## src/pkg/srd_pkg.sv

```systemverilog
// Purpose: shared constants and types of the set-point ramp and dwell controller
// Assumes: 40 MHz system clock, APB register access
// Notes:   process values are signed 16-bit engineering counts
package srd_pkg;
  typedef logic signed [15:0] srd_val_t;
  // clock and time base
  localparam int CLK_HZ         = 40_000_000;
  localparam int BASE_TICK_US   = 1000;
  localparam int BASE_TICK_CYC  = CLK_HZ / 1_000_000 * BASE_TICK_US;
  localparam int MIN_MS         = 60_000;
  localparam int HOUR_MS        = 3_600_000;
  localparam int TENTH_MIN_MS   = 6_000;
  localparam logic [22:0] TICKS_PER_MIN  = 23'(MIN_MS * 1000 / BASE_TICK_US);
  // divide first: the hour in microseconds does not fit a 32-bit int
  localparam logic [22:0] TICKS_PER_HOUR = 23'(HOUR_MS / BASE_TICK_US * 1000);
  localparam logic [12:0] TICKS_PER_TENTH = 13'(TENTH_MIN_MS * 1000 / BASE_TICK_US);
  // register byte offsets
  localparam logic [7:0] REG_CTRL  = 8'h00;
  localparam logic [7:0] REG_SP    = 8'h04;
  localparam logic [7:0] REG_RAMP  = 8'h08;
  localparam logic [7:0] REG_DWELL = 8'h0c;
  localparam logic [7:0] REG_LIMIT = 8'h10;
  localparam logic [7:0] REG_COMM  = 8'h14;
  localparam logic [7:0] REG_STAT  = 8'h18;
  localparam logic [7:0] REG_PV    = 8'h1c;
  localparam logic [7:0] REG_WSP   = 8'h20;
  // set-point and process-value sources
  localparam logic [2:0] SPS_LOCAL = 3'h0;
  localparam logic [2:0] SPS_PER_MINUTE_RAMP_MODE  = 3'h1;
  localparam logic [2:0] SPS_HRR   = 3'h2;
  localparam logic [2:0] SPS_REM1  = 3'h3;
  localparam logic [2:0] SPS_REM2  = 3'h4;
  localparam logic [1:0] PVS_IN1   = 2'h0;
  localparam logic [1:0] PVS_IN2   = 2'h1;
  localparam logic [1:0] PVS_D12   = 2'h2;
  localparam logic [1:0] PVS_D21   = 2'h3;
  // event input functions that reset alarms
  localparam logic [3:0] EI_RS_A1  = 4'h4;
  localparam logic [3:0] EI_RS_A2  = 4'h5;
  localparam logic [3:0] EI_RS_A12 = 4'h6;
  // configuration error codes
  localparam logic [3:0] ERR_NONE  = 4'h0;
  localparam logic [3:0] ERR_SAME  = 4'h2;
  localparam logic [3:0] ERR_DREM  = 4'h3;
  localparam logic [3:0] ERR_TIMER = 4'h4;
  localparam logic [3:0] ERR_UNIT  = 4'h5;
  // packed register layouts
  typedef struct packed {
    logic [1:0] dp2;
    logic [1:0] dp1;
    logic [1:0] unit2;
    logic [1:0] unit1;
    logic [3:0] event_input_function;
    logic       comm_p2p;
    logic       a2_timer;
    logic       a1_timer;
    logic [1:0] process_value_source_select;
    logic [2:0] setpoint_source_select;
  } srd_ctrl_s;
  typedef struct packed {
    logic       onoff;
    logic       out2_cool;
    logic [6:0] pl2;
    logic [6:0] pl1;
  } srd_limit_s;
  typedef struct packed {
    logic       stop2;
    logic [1:0] parity;
    logic       data8;
    logic [2:0] baud;
    logic [7:0] addr;
  } srd_comm_s;
  localparam srd_ctrl_s  CTRL_RST  = 20'h00000;
  localparam srd_limit_s LIMIT_RST = 16'h3264;
  localparam srd_comm_s  COMM_RST  = 15'h1101;
  localparam logic [7:0] ADDR_MAX  = 8'hf7;
endpackage

```

## src/logic/srd_ctrl_top.sv

```systemverilog
// Purpose: set-point ramp, dwell timer, source routing, power limits, link setup
// Assumes: all inputs synchronous to clk_sys; APB slave with no wait states
// Notes:   serial framing, control algorithm and filtering live elsewhere
`timescale 1ns/100ps
module srd_ctrl_top import srd_pkg::*; #(
  parameter int TICK_CYCLES = BASE_TICK_CYC
) (
  // clock and reset
  input  wire logic         clk_sys,
  input  wire logic         rst,
  // apb slave
  input  wire logic         psel,
  input  wire logic         penable,
  input  wire logic         pwrite,
  input  wire logic [7:0]   paddr,
  input  wire logic [31:0]  pwdata,
  output logic [31:0]       prdata,
  output logic              pready,
  output logic              pslverr,
  // measured inputs and panel
  input  srd_val_t          in1_val,
  input  srd_val_t          in2_val,
  input  wire logic         key_up,
  input  wire logic         key_down,
  input  wire logic         event_in,
  input  wire logic         alarm1_cond,
  input  wire logic         alarm2_cond,
  // output power
  input  wire logic [6:0]   mv1_in,
  input  wire logic [6:0]   mv2_in,
  input  wire logic         mv_bypass,
  output logic [6:0]        mv1_out,
  output logic [6:0]        mv2_out,
  // alarms, display and link setup
  output logic              alarm1_out,
  output logic              alarm2_out,
  output srd_val_t          disp_value,
  output srd_val_t          pv_out,
  output srd_val_t          wsp_out,
  output srd_comm_s         comm_cfg
);
  srd_ctrl_s   ctrl_reg;
  srd_limit_s  limit_reg;
  srd_comm_s   comm_reg;
  srd_val_t    sp_reg;
  logic [15:0] ramp_reg;
  logic [15:0] dwell_reg;
  logic [3:0]  err_reg;
  srd_val_t    ramp_val_reg;
  logic        load_reg;
  logic        show_sp_reg;
  logic [15:0] div_reg;
  logic [22:0] acc_reg;
  logic [12:0] tenth_reg;
  logic        tenth_tick;
  logic        base_tick;
  logic        alm1_reg;
  logic        alm2_reg;
  logic        wr;
  logic        rd_setup;
  srd_val_t    in2_eff;
  srd_val_t    pv;
  srd_val_t    target;
  srd_val_t    ramp_nxt;
  logic        ramp_mode;
  logic        ramp_step;
  logic        ramping;
  logic        ev_eff;
  logic        rst_a1;
  logic        rst_a2;
  logic        dwell_en;
  logic        dwell_done;
  logic [22:0] per;

  ////////////////////////////////////////////////////////////////////////////
  // helpers

  function automatic logic known(input logic [7:0] a);
    known = a == REG_CTRL || a == REG_SP || a == REG_RAMP || a == REG_DWELL ||
            a == REG_LIMIT || a == REG_COMM || a == REG_STAT || a == REG_PV ||
            a == REG_WSP;
  endfunction

  function automatic logic [6:0] clamp(input logic [6:0] v, input logic [6:0] lim);
    clamp = (v > lim) ? lim : v;
  endfunction

  ////////////////////////////////////////////////////////////////////////////
  // apb register file, zero wait states

  assign wr       = psel && penable && pwrite;
  assign rd_setup = psel && !penable && !pwrite;
  assign pready   = 1'b1;
  assign pslverr  = psel && penable && !known(paddr);

  // configuration writes; unknown or read-only offsets are ignored
  always_ff @(posedge clk_sys) begin
    if (rst) begin
      ctrl_reg  <= CTRL_RST;
      limit_reg <= LIMIT_RST;
      comm_reg  <= COMM_RST;
      sp_reg    <= 16'sh0000;
      ramp_reg  <= 16'h0000;
      dwell_reg <= 16'h0000;
    end else if (wr) begin
      case (paddr)
        REG_CTRL:  ctrl_reg  <= pwdata[19:0];
        REG_SP:    sp_reg    <= pwdata[15:0];
        REG_RAMP:  ramp_reg  <= pwdata[15:0];
        REG_DWELL: dwell_reg <= pwdata[15:0];
        REG_LIMIT: limit_reg <= pwdata[15:0];
        REG_COMM:  comm_reg  <= pwdata[14:0];
        default:   ;
      endcase
    end
  end

  // read data is captured in the setup cycle, valid in the access cycle
  always_ff @(posedge clk_sys) begin
    if (rst) begin
      prdata <= 32'h00000000;
    end else if (rd_setup) begin
      case (paddr)
        REG_CTRL:  prdata <= {12'h000, ctrl_reg};
        REG_SP:    prdata <= {16'h0000, sp_reg};
        REG_RAMP:  prdata <= {16'h0000, ramp_reg};
        REG_DWELL: prdata <= {16'h0000, dwell_reg};
        REG_LIMIT: prdata <= {16'h0000, limit_reg};
        REG_COMM:  prdata <= {17'h00000, comm_reg};
        REG_STAT:  prdata <= {22'h000000, limit_reg.onoff, limit_reg.onoff || !limit_reg.out2_cool,
                              alarm2_out, alarm1_out, ramping, show_sp_reg, err_reg};
        REG_PV:    prdata <= {16'h0000, pv_out};
        REG_WSP:   prdata <= {16'h0000, wsp_out};
        default:   prdata <= 32'h00000000;
      endcase
    end
  end

  // out-of-range slave addresses are pinned to the legal limit
  always_comb begin
    comm_cfg = comm_reg;
    if (comm_reg.addr == 8'h00) begin
      comm_cfg.addr = 8'h01;
    end else if (comm_reg.addr > ADDR_MAX) begin
      comm_cfg.addr = ADDR_MAX;
    end
  end

  ////////////////////////////////////////////////////////////////////////////
  // source routing and configuration checks

  // point-to-point link shares pins with input two and the event input
  assign in2_eff = ctrl_reg.comm_p2p ? 16'sh0000 : in2_val;
  assign ev_eff  = event_in && !ctrl_reg.comm_p2p;

  // process value per selection, differential forms included
  always_comb begin
    case (ctrl_reg.process_value_source_select)
      PVS_IN1: pv = in1_val;
      PVS_IN2: pv = in2_eff;
      PVS_D12: pv = in1_val - in2_eff;
      PVS_D21: pv = in2_eff - in1_val;
      default: pv = in1_val;
    endcase
  end

  // remote modes take the set point from the other input
  always_comb begin
    case (ctrl_reg.setpoint_source_select)
      SPS_REM1: target = in1_val;
      SPS_REM2: target = in2_eff;
      default:  target = sp_reg;
    endcase
  end

  // one error at a time; the dual timer case is reported first
  always_ff @(posedge clk_sys) begin
    if (rst) begin
      err_reg <= ERR_NONE;
    end else if (ctrl_reg.a1_timer && ctrl_reg.a2_timer) begin
      err_reg <= ERR_TIMER;
    end else if ((ctrl_reg.setpoint_source_select == SPS_REM1 && ctrl_reg.process_value_source_select == PVS_IN1) ||
                 (ctrl_reg.setpoint_source_select == SPS_REM2 && ctrl_reg.process_value_source_select == PVS_IN2)) begin
      err_reg <= ERR_SAME;
    end else if (ctrl_reg.process_value_source_select[1] && (ctrl_reg.setpoint_source_select == SPS_REM1 || ctrl_reg.setpoint_source_select == SPS_REM2)) begin
      err_reg <= ERR_DREM;
    end else if (ctrl_reg.process_value_source_select[1] && (ctrl_reg.unit1 != ctrl_reg.unit2 || ctrl_reg.dp1 != ctrl_reg.dp2)) begin
      err_reg <= ERR_UNIT;
    end else begin
      err_reg <= ERR_NONE;
    end
  end

  ////////////////////////////////////////////////////////////////////////////
  // time base: millisecond tick, tenth-minute tick for the dwell

  always_ff @(posedge clk_sys) begin
    if (rst || div_reg == 16'(TICK_CYCLES - 1)) begin
      div_reg <= 16'h0000;
    end else begin
      div_reg <= div_reg + 16'h0001;
    end
  end
  assign base_tick = div_reg == 16'(TICK_CYCLES - 1);

  always_ff @(posedge clk_sys) begin
    if (rst || (base_tick && tenth_reg == TICKS_PER_TENTH - 13'h0001)) begin
      tenth_reg <= 13'h0000;
    end else if (base_tick) begin
      tenth_reg <= tenth_reg + 13'h0001;
    end
  end
  assign tenth_tick = base_tick && tenth_reg == TICKS_PER_TENTH - 13'h0001;

  ////////////////////////////////////////////////////////////////////////////
  // set-point ramp

  assign ramp_mode = (ctrl_reg.setpoint_source_select == SPS_PER_MINUTE_RAMP_MODE || ctrl_reg.setpoint_source_select == SPS_HRR)
                     && ramp_reg != 16'h0000;
  assign per       = (ctrl_reg.setpoint_source_select == SPS_HRR) ? TICKS_PER_HOUR : TICKS_PER_MIN;
  assign ramping   = ramp_mode && ramp_val_reg != target;

  // reload request: pending after reset and after rate or set-point writes
  always_ff @(posedge clk_sys) begin
    if (rst) begin
      load_reg <= 1'b1;
    end else begin
      load_reg <= wr && (paddr == REG_SP || paddr == REG_RAMP);
    end
  end

  // rate accumulator: one count each time rate*ms adds up to a period
  always_ff @(posedge clk_sys) begin
    if (rst || load_reg || !ramp_mode) begin
      acc_reg <= 23'h000000;
    end else if (base_tick) begin
      acc_reg <= (acc_reg + 23'(ramp_reg) >= per) ? acc_reg + 23'(ramp_reg) - per
                                                  : acc_reg + 23'(ramp_reg);
    end
  end
  assign ramp_step = ramp_mode && base_tick && (acc_reg + 23'(ramp_reg) >= per);

  srd_ramp_step u_step (
    .cur    (ramp_val_reg),
    .target (target),
    .step   (ramp_step),
    .nxt    (ramp_nxt)
  );

  // working set point; a zero rate bypasses the ramp entirely
  always_ff @(posedge clk_sys) begin
    if (rst) begin
      ramp_val_reg <= 16'sh0000;
    end else if (!ramp_mode) begin
      ramp_val_reg <= target;
    end else if (load_reg) begin
      ramp_val_reg <= pv;
    end else begin
      ramp_val_reg <= ramp_nxt;
    end
  end
  assign wsp_out = ramp_val_reg;

  // a key touch shows the set point until the next reload
  always_ff @(posedge clk_sys) begin
    if (rst || load_reg) begin
      show_sp_reg <= 1'b0;
    end else if (key_up || key_down) begin
      show_sp_reg <= 1'b1;
    end
  end

  always_ff @(posedge clk_sys) begin
    if (rst) begin
      disp_value <= 16'sh0000;
      pv_out     <= 16'sh0000;
    end else begin
      disp_value <= (ramping && !show_sp_reg && !key_up && !key_down) ? ramp_val_reg : target;
      pv_out     <= pv;
    end
  end

  ////////////////////////////////////////////////////////////////////////////
  // alarms and dwell timer

  assign rst_a1   = ev_eff && (ctrl_reg.event_input_function == EI_RS_A1 || ctrl_reg.event_input_function == EI_RS_A12);
  assign rst_a2   = ev_eff && (ctrl_reg.event_input_function == EI_RS_A2 || ctrl_reg.event_input_function == EI_RS_A12);
  assign dwell_en = ctrl_reg.a1_timer ^ ctrl_reg.a2_timer;

  srd_dwell_timer u_dwell (
    .clk_sys (clk_sys),
    .rst     (rst),
    .enable  (dwell_en),
    .clear   (ctrl_reg.a1_timer ? rst_a1 : rst_a2),
    .tick    (tenth_tick),
    .pv      (pv),
    .sp      (ramp_val_reg),
    .limit   (dwell_reg),
    .expired (dwell_done)
  );

  // comparator alarms are held off while the reset event stands
  always_ff @(posedge clk_sys) begin
    if (rst) begin
      alm1_reg <= 1'b0;
      alm2_reg <= 1'b0;
    end else begin
      alm1_reg <= alarm1_cond && !rst_a1;
      alm2_reg <= alarm2_cond && !rst_a2;
    end
  end

  assign alarm1_out = (dwell_en && ctrl_reg.a1_timer) ? dwell_done : alm1_reg;
  assign alarm2_out = (dwell_en && ctrl_reg.a2_timer) ? dwell_done : alm2_reg;

  ////////////////////////////////////////////////////////////////////////////
  // output power limits

  always_ff @(posedge clk_sys) begin
    if (rst) begin
      mv1_out <= 7'h00;
      mv2_out <= 7'h00;
    end else if (mv_bypass || limit_reg.onoff) begin
      mv1_out <= mv1_in;
      mv2_out <= mv2_in;
    end else begin
      mv1_out <= clamp(mv1_in, limit_reg.pl1);
      mv2_out <= limit_reg.out2_cool ? clamp(mv2_in, limit_reg.pl2) : mv2_in;
    end
  end

  ////////////////////////////////////////////////////////////////////////////
  // checks

  property p_zero_rate;
    @(posedge clk_sys) disable iff (rst) ramp_reg == 16'h0000 |=> wsp_out == $past(target);
  endproperty
  a_zero_rate: assert property (p_zero_rate) else $error("zero rate did not bypass ramp");

  property p_load;
    @(posedge clk_sys) disable iff (rst) load_reg && ramp_mode |=> wsp_out == $past(pv);
  endproperty
  a_load: assert property (p_load) else $error("ramp value not loaded with pv");

  property p_step;
    @(posedge clk_sys) disable iff (rst) ramp_mode && !load_reg && $stable(target) && ramp_mode
      |=> (wsp_out - $past(wsp_out) <= 16'sh0001) && ($past(wsp_out) - wsp_out <= 16'sh0001);
  endproperty
  a_step: assert property (p_step) else $error("ramp moved more than one count");

  property p_dual;
    @(posedge clk_sys) disable iff (rst) ctrl_reg.a1_timer && ctrl_reg.a2_timer |=> err_reg == ERR_TIMER;
  endproperty
  a_dual: assert property (p_dual) else $error("dual timer not flagged");

  property p_same;
    @(posedge clk_sys) disable iff (rst) !(ctrl_reg.a1_timer && ctrl_reg.a2_timer)
      && ctrl_reg.setpoint_source_select == SPS_REM2 && ctrl_reg.process_value_source_select == PVS_IN2 |=> err_reg == ERR_SAME;
  endproperty
  a_same: assert property (p_same) else $error("same source not flagged");

  property p_unit;
    @(posedge clk_sys) disable iff (rst) !(ctrl_reg.a1_timer && ctrl_reg.a2_timer) && ctrl_reg.process_value_source_select[1]
      && ctrl_reg.setpoint_source_select == SPS_LOCAL && (ctrl_reg.unit1 != ctrl_reg.unit2 || ctrl_reg.dp1 != ctrl_reg.dp2)
      |=> err_reg == ERR_UNIT;
  endproperty
  a_unit: assert property (p_unit) else $error("unit mismatch not flagged");

  property p_limit;
    @(posedge clk_sys) disable iff (rst) !mv_bypass && !limit_reg.onoff |=> mv1_out <= $past(limit_reg.pl1);
  endproperty
  a_limit: assert property (p_limit) else $error("heat output above limit");

  property p_bypass;
    @(posedge clk_sys) disable iff (rst) mv_bypass |=> mv1_out == $past(mv1_in) && mv2_out == $past(mv2_in);
  endproperty
  a_bypass: assert property (p_bypass) else $error("manual output was clamped");

  property p_p2p;
    @(posedge clk_sys) disable iff (rst) ctrl_reg.comm_p2p && ctrl_reg.process_value_source_select == PVS_IN2 |=> pv_out == 16'sh0000;
  endproperty
  a_p2p: assert property (p_p2p) else $error("input two not disconnected");

  property p_key;
    @(posedge clk_sys) disable iff (rst) key_up |=> disp_value == $past(target);
  endproperty
  a_key: assert property (p_key) else $error("key did not show set point");

  c_ramp:  cover property (@(posedge clk_sys) disable iff (rst) ramp_step ##1 ramping);
  c_dwell: cover property (@(posedge clk_sys) disable iff (rst) $rose(dwell_done));
  c_reset: cover property (@(posedge clk_sys) disable iff (rst) rst_a1 && alarm1_cond);
endmodule

```

## src/logic/srd_ramp_step.sv

```systemverilog
// Purpose: one-count move of the ramping value toward its target
// Assumes: called at most once per ramp step
// Notes:   never passes the target
`timescale 1ns/100ps
module srd_ramp_step import srd_pkg::*; (
  // values
  input  srd_val_t   cur,
  input  srd_val_t   target,
  input  wire logic  step,
  // result
  output srd_val_t   nxt
);
  // unit move lands exactly on target, so no overshoot is possible
  always_comb begin
    if (!step || cur == target) begin
      nxt = cur;
    end else if (cur < target) begin
      nxt = cur + 16'sh0001;
    end else begin
      nxt = cur - 16'sh0001;
    end
  end
endmodule

```

## src/logic/srd_dwell_timer.sv

```systemverilog
// Purpose: dwell timer carried by an alarm channel
// Assumes: tick is a one-cycle pulse every tenth of a minute
// Notes:   limit is read live, so edits act on the running count
`timescale 1ns/100ps
module srd_dwell_timer import srd_pkg::*; (
  // clock and reset
  input  wire logic         clk_sys,
  input  wire logic         rst,
  // control
  input  wire logic         enable,
  input  wire logic         clear,
  input  wire logic         tick,
  input  srd_val_t          pv,
  input  srd_val_t          sp,
  input  wire logic [15:0]  limit,
  // status
  output logic              expired
);
  logic        above_reg;
  logic        seen_reg;
  logic        run_reg;
  logic [15:0] cnt_reg;
  logic        reach;

  // reached on equality or on the pv crossing the set point
  assign reach = (pv == sp) || (seen_reg && above_reg != (pv >= sp));

  always_ff @(posedge clk_sys) begin
    if (rst || !enable || clear) begin
      seen_reg  <= 1'b0;
      above_reg <= 1'b0;
    end else begin
      seen_reg  <= 1'b1;
      above_reg <= pv >= sp;
    end
  end

  // count starts once and keeps running while the set point moves
  always_ff @(posedge clk_sys) begin
    if (rst || !enable || clear) begin
      run_reg <= 1'b0;
      cnt_reg <= 16'h0000;
    end else begin
      if (reach) begin
        run_reg <= 1'b1;
      end
      if (run_reg && tick && cnt_reg < limit) begin
        cnt_reg <= cnt_reg + 16'h0001;
      end
    end
  end

  // latched until cleared; a shortened limit expires at once
  always_ff @(posedge clk_sys) begin
    if (rst || !enable || clear) begin
      expired <= 1'b0;
    end else if (run_reg && cnt_reg >= limit) begin
      expired <= 1'b1;
    end
  end
endmodule

```

## config.mk

```make
export PLATFORM = sky130hd
export DESIGN_NAME = srd_ctrl_top
export DESIGN_NICKNAME = d
export VERILOG_FILES = /design/src/pkg/srd_pkg.sv /design/src/logic/srd_ctrl_top.sv /design/src/logic/srd_ramp_step.sv /design/src/logic/srd_dwell_timer.sv
export SDC_FILE = /design/constraint.sdc
export NUM_CORES = 1
export LEC_CHECK = 0
export BUFFER_PORTS_ARGS = -buffer_cell sky130_fd_sc_hd__clkbuf_2
export CAP_MARGIN = 30
export CELL_PAD_IN_SITES_DETAIL_PLACEMENT = 1
export CELL_PAD_IN_SITES_GLOBAL_PLACEMENT = 1
export CORE_ASPECT_RATIO = 1.25
export CORE_MARGIN = 8
export CORE_UTILIZATION = 48
export DETAILED_ROUTE_END_ITERATION = 16
export GPL_TIMING_DRIVEN = 0
export HOLD_SLACK_MARGIN = 0.03
export PLACE_DENSITY_LB_ADDON = 0.1
export SLEW_MARGIN = 30
export SYNTH_ARGS = -nofsm -noshare
export SYNTH_HDL_FRONTEND = slang
export SYNTH_HIERARCHICAL = 1
export SYNTH_SLANG_ARGS = --single-unit
```

## constraint.sdc

```tcl
create_clock -name clk_sys -period 10 [get_ports clk_sys]
set_clock_uncertainty 0.2 [all_clocks]
set_input_delay 1.5 -clock clk_sys [delete_from_list [all_inputs] [get_ports clk_sys]]
set_output_delay 1.5 -clock clk_sys [all_outputs]
set_load 0.005 [all_outputs]
```

* After elaboration in Yosys (flattened, before gate mapping)
Index checks and enable logic that the tools add are counted.
Storage, ports and cells: input bits 97, bits in registers 273, output and inout port bits 113, logic and storage cells 197
Operators by class: reductions and logical operators 82, order comparisons 8, bitwise operators 1, add/sub/neg operators 9, eq/ne operators 27, multiplexer cells 26
Operators by type and width (count):
- $pmux W20 S9 | 1
- $mux W16 | 6
- $pmux W16 S4 | 1
- $mux W7 | 5
- $add A16 B1 Y16 const B | 2
- $eq A16 B16 Y1 | 2
- $eq A8 B5 Y1 const B | 4
- $ge A16 B16 Y1 | 2
- $lt A16 B16 Y1 | 2
- $pmux W16 S2 | 1
- $sub A16 B16 Y16 | 2
- $logic_and A1 B1 Y1 | 30
- $logic_or A1 B1 Y1 | 26
- $add A23 B16 Y23 | 1
- $ge A23 B22 Y1 | 1
- $mux W23 | 1
- $sub A23 B22 Y23 | 1
- $mux W22 | 1
- $add A16 B2 Y16 const B | 1
- $eq A16 B16 Y1 const B | 1
- $eq A8 B4 Y1 const B | 2
- $logic_not A8 Y1 | 2
- $mux W8 | 2
- $ne A16 B16 Y1 | 1
- 26 further kinds | 55

* Longest topological paths before layout
word-level depth 11, gate-level depth with buffers 26, gate-level depth less buffers 24

* Hierarchy
Netlist, hierarchy kept.
By module, submodules not included:
- srd_ctrl_top | area an instance 14706.6 um2, instances 1, cells each 1870, seq. area each 4804.6 um2
- srd_dwell_timer | area an instance 1845.5 um2, instances 1, cells each 234, seq. area each 400.4 um2
- srd_ramp_step | area an instance 1064.8 um2, instances 1, cells each 155, seq. area each 0.0 um2

* Worst setup path before layout
No wires, ideal clock.
path type register to register, start point reg ramp_reg[0], end point reg ramp_val_reg[12], in the netlist wsp_out[12], period minus slack after synthesis 5.933 ns, slack 4.067 ns, arrival time 5.611 ns, setup time 0.122 ns, stages on the path, launching flop included 26, data required time 9.678 ns, buffers on the path 2, cells stage by stage dfxtp_1 ha_1 fa_1 a211oi_2 o21a_1 nor4b_4 or2_2 o21a_1 and3_1 xor2_1 ha_1 and3_1 and3_1 mux2i_1 a2111oi_4 a211oi_4 nor2_4 and3_2 nand2b_1 clkbuf_1 clkbuf_1 nor3_1 mux2i_1 xnor2_1 nor3b_1 a221o_1
Between the ends: cells in the longest elaborated chain, start to end 7, elaborated cells on any way between the ends 10, classes of those cells 1 x add/sub; 1 x order compare; 1 x eq/ne; 1 x mux; 6 x reduce/logical
RTL lines:
- from (decl) | line srd_ctrl_top.sv:46 | logic [15:0] ramp_reg;
- from (signal assigned) | line srd_ctrl_top.sv:109 | REG_RAMP: ramp_reg <= pwdata[15:0];
- branches (longest 3 deep; another with $add A23 B16 Y23)
- $logic_and A1 B1 Y1 (*) | line srd_ctrl_top.sv:241 | assign ramp_step = ramp_mode && base_tick && (acc_reg + 23'(ramp_reg) >= per);
- net ramp_step | line srd_ctrl_top.sv:66 | logic ramp_step;
- $logic_not A1 Y1 (*) | line srd_ramp_step.sv:15 | if (!step || cur == target) begin
- $logic_or A1 B1 Y1 (*) | line srd_ramp_step.sv:15
- $ne A3 B3 Y1 (no source line) (*)
- to (signal assigned) | line srd_ctrl_top.sv:255 | ramp_val_reg <= target;
- to (signal assigned) | line srd_ctrl_top.sv:257 | ramp_val_reg <= pv;
- to (signal assigned) | line srd_ctrl_top.sv:259 | ramp_val_reg <= ramp_nxt;
- to (decl) | line srd_ctrl_top.sv:49 | srd_val_t ramp_val_reg;
Mark *: on every way through the listed nets, which the timed path passes. A chain may end at the register's enable or synchronous reset.

* Worst setup path after layout
Ends and elaborated chain as after synthesis.

==> summary.md <==
| Metric | Value |
|---|---|
| Pre-CTS setup slack | `2945 ps` |
| Initial antenna violation count | `0` |
| Final setup viols | `0` |
| Crit path launch type | `flop` |
| Core ar. | `36210 µm²` |
| Synthesis Warnings | `6` |
| Detailed-router iteration count before antenna repair | `5` |
| Synthesized area | `17620 µm²` |
| Cell taking the most area after synthesis | `dfxtp_1` |
| Clk root buf | `clkbuf_16` |
| Starting Density | `48.66%` |
| Final Slew Violations | `0` |
| Vias in the first global route | `19.37k` |
| RSZ-0062 raised after global routing | `false` |
| Fmax | `138.9 MHz` |
| Crit path max fanout | `10` |
| Worst-Margin Slew | `972.7 ps` |
| # diodes | `0` |
| Drt wl/cell | `24.18 µm` |
| DP HPWL | `56410 µm` |
| WS Path Type | `flop to flop` |
| Post-CTS Setup Inserts | `0` |
| Register area share after synthesis | `29.55%` |
| Hold WC Path Type | `flop to flop` |
| Synth Register Bits | `260` |
| CTS tree | `yes` |
| Resize count post-CTS | `0` |
| Worst-path clk slew | `60 ps` |
| DRT iter0 DRCs | `1363` |
| Status | `finished, final reports clean` |
| Synth-to-Final Area Change | `14.34%` |
| DRC | `0` |
| First-pass GRT wire length | `111100 µm` |
| GRT Total Usage | `32.23%` |
| CP required | `10260 ps` |
| Most common flop cell mapped by yosys | `dfxtp_1` |
| Max Cap Violations | `0` |
| Hold Fails Final Rpt | `0` |
| CTS Buf Count | `29` |
| Placed Area | `19190 µm²` |
| Sink Count | `260` |
| PD cells | `118.2 nW/µm²` |
| H-tree levels | `1` |
| Die area | `43130 µm²` |
| Boundary Pins | `210` |
| Filler cells | `4621` |
| Die H | `230.2 µm` |
| Routed WL | `72230 µm` |
| WP data arrival | `7460 ps` |
| Final Instance Area | `20140 µm²` |
| Worst hold slack | `257.3 ps` |
| Grt ovf | `0` |
| Post-synth EDFFs | `0` |
| Largest net degree at the start of global routing | `16` |
| Port-buffer cells | `184` |
| Avg Inst Size Synth | `7.799 µm²` |
| Fin crit period | `7201 ps` |
| DR vias | `18.46k` |
| Hold_buf cts | `0` |
| Synth area leaders | `dfxtp_1, ha_1, nand2_1` |
| Leak | `0.008296 µW` |
| Post-route ant nets | `0` |
| Final nets | `2709` |
| Clock latency on the worst-skew pair | `590 ps` |
| Tcrit/Tclk final | `72.01%` |
| Max rail drop VDD | `0.1265 mV` |
| CP Capture Type | `flop` |
| Die width | `187.4 µm` |
| Max_slew headroom | `34.46%` |
| Clock buffer depth | `3` |
| Distinct cell type count after synthesis | `92` |
| Asr flop ratio synth | `0%` |
| Cell Rows | `78` |
| Layout cells sized above 1 | `12.52%` |
| Final setup TNS | `0 ps` |
| Worst setup margin | `2799 ps` |
| Vias per inst | `6.180` |
| Placer Congestion | `0.9508` |
| Number of flip-flops under the largest register name | `23` |
| Cell count after synthesis | `2259` |
| Yosys top cell area share | `29.55%` |
-- critical path, cell delays in order, from the launching register on --
cell	delay (ps)
dfxtp_1	360
ha_1	240
fa_1	420
a211oi_2	420
o21a_1	290
nor4b_4	90
or2_2	320
o21a_1	240
and3_1	200
xor2_1	190
ha_1	350
and3_1	220
and3_1	170
mux2i_1	320
a2111oi_4	140
a211oi_4	610
nor2_4	210
and3_2	320
nand2b_1	90
clkbuf_1	340
clkbuf_1	420
nor3_1	100
mux2i_1	230
xnor2_1	90
nor3b_1	150
a221o_1	320
-- where the power goes --
part           total (µW)  switching, µW  internal (µW)
combinational         235            151           84.1
clock                1090            469            620
sequential           1060           9.85           1050
total                2380            630           1750
-- routing by layer --
layer	vias to the layer above	track usage [%]	share of wire (%)
li1	8474	-	-
met1	9029	36.29	38
met2	717	55.31	47
met3	239	5.618	6.9
met4	0	21.47	7.3
met5	-	0	0
-- layout by cell type, fill, tap and decap left out, types with 31 or more instances in the layout --
| cell type | count |
|---|---|
| a211oi_1 | 31 |
| a21o_1 | 32 |
| a21oi_1 | 193 |
| a221oi_1 | 33 |
| clkbuf_1 | 108 |
| clkbuf_2 | 184 |
| dfxtp_1 | 260 |
| ha_1 | 123 |
| inv_1 | 129 |
| mux2i_1 | 73 |
| nand2_1 | 306 |
| nand3_1 | 62 |
| nand4_1 | 33 |
| nor2_1 | 189 |
| nor3_1 | 49 |
| o21ai_0 | 71 |
| xnor2_1 | 68 |
| xor2_1 | 35 |
-- cell usage after synthesis (10+ instances only) --
cell	number
a21o_1	32
nand2b_1	30
ha_1	123
and3_1	30
and2_1	18
o21ai_0	71
nor2b_1	29
or4_1	19
a221oi_1	33
nand3b_1	13
a211oi_1	31
o31ai_1	15
nor3_1	50
nand4_1	33
clkbuf_1	101
xnor2_1	68
nand2_1	306
a221o_1	19
buf_4	20
a31oi_1	21
buf_2	12
a22o_1	14
xor2_1	35
nor2_1	189
dfxtp_1	260
inv_1	129
nor3b_1	11
mux2i_1	73
nand3_1	62
o21bai_1	13
a222oi_1	10
a21oi_1	193
or3_1	20
nor4_1	21
-- kinds of logic after synthesis --
| group | share of synthesized area, % |
|---|---|
| xor gates and xnor gates | 5.213 |
| and+or+nand+nor | 23.91 |
| DFF | 29.55 |
| muxes | 4.553 |
| adders and majority gates | 9.190 |
| buffers and inverters | 6.520 |
| AOI/OAI and AO/OA | 21.02 |
| other | 0.04263 |
-- final timing paths --
kind | cells after the start | from | slack, ps | to
hold reg to reg | 2 | prdata[18] | 260 | prdata[18]
setup reg to reg | 25 | ramp_reg[0] | 2800 | wsp_out[12]
hold / removal | 2 | prdata[18] | 260 | prdata[18]
setup / recovery | 25 | ramp_reg[0] | 2800 | wsp_out[12]
-- layout make-up --
cell class                 count  area, µm²  share of cell area (%)
timing repair buffer         184      920.9                   4.572
inverter                     131      491.7                   2.441
tap                          480      600.6                   2.982
clock inverter                 9      90.09                  0.4472
multi-input combinational   1736      11320                   56.18
buffer                       143      656.9                   3.261
clock buffer                  44      862.1                   4.280
sequential                   260       5205                   25.84
-- per-stage QoR --
step	power, µW	util [%]	cells
final	2382	55.63	2987
after global routing	2442	55.63	2987
after CTS	2383	55.63	2987
after detailed placement	1307	53.00	2934
after global placement	1298	52.97	2934
after floorplan	1205	-	2270
(Power assumes the default switching activity.)
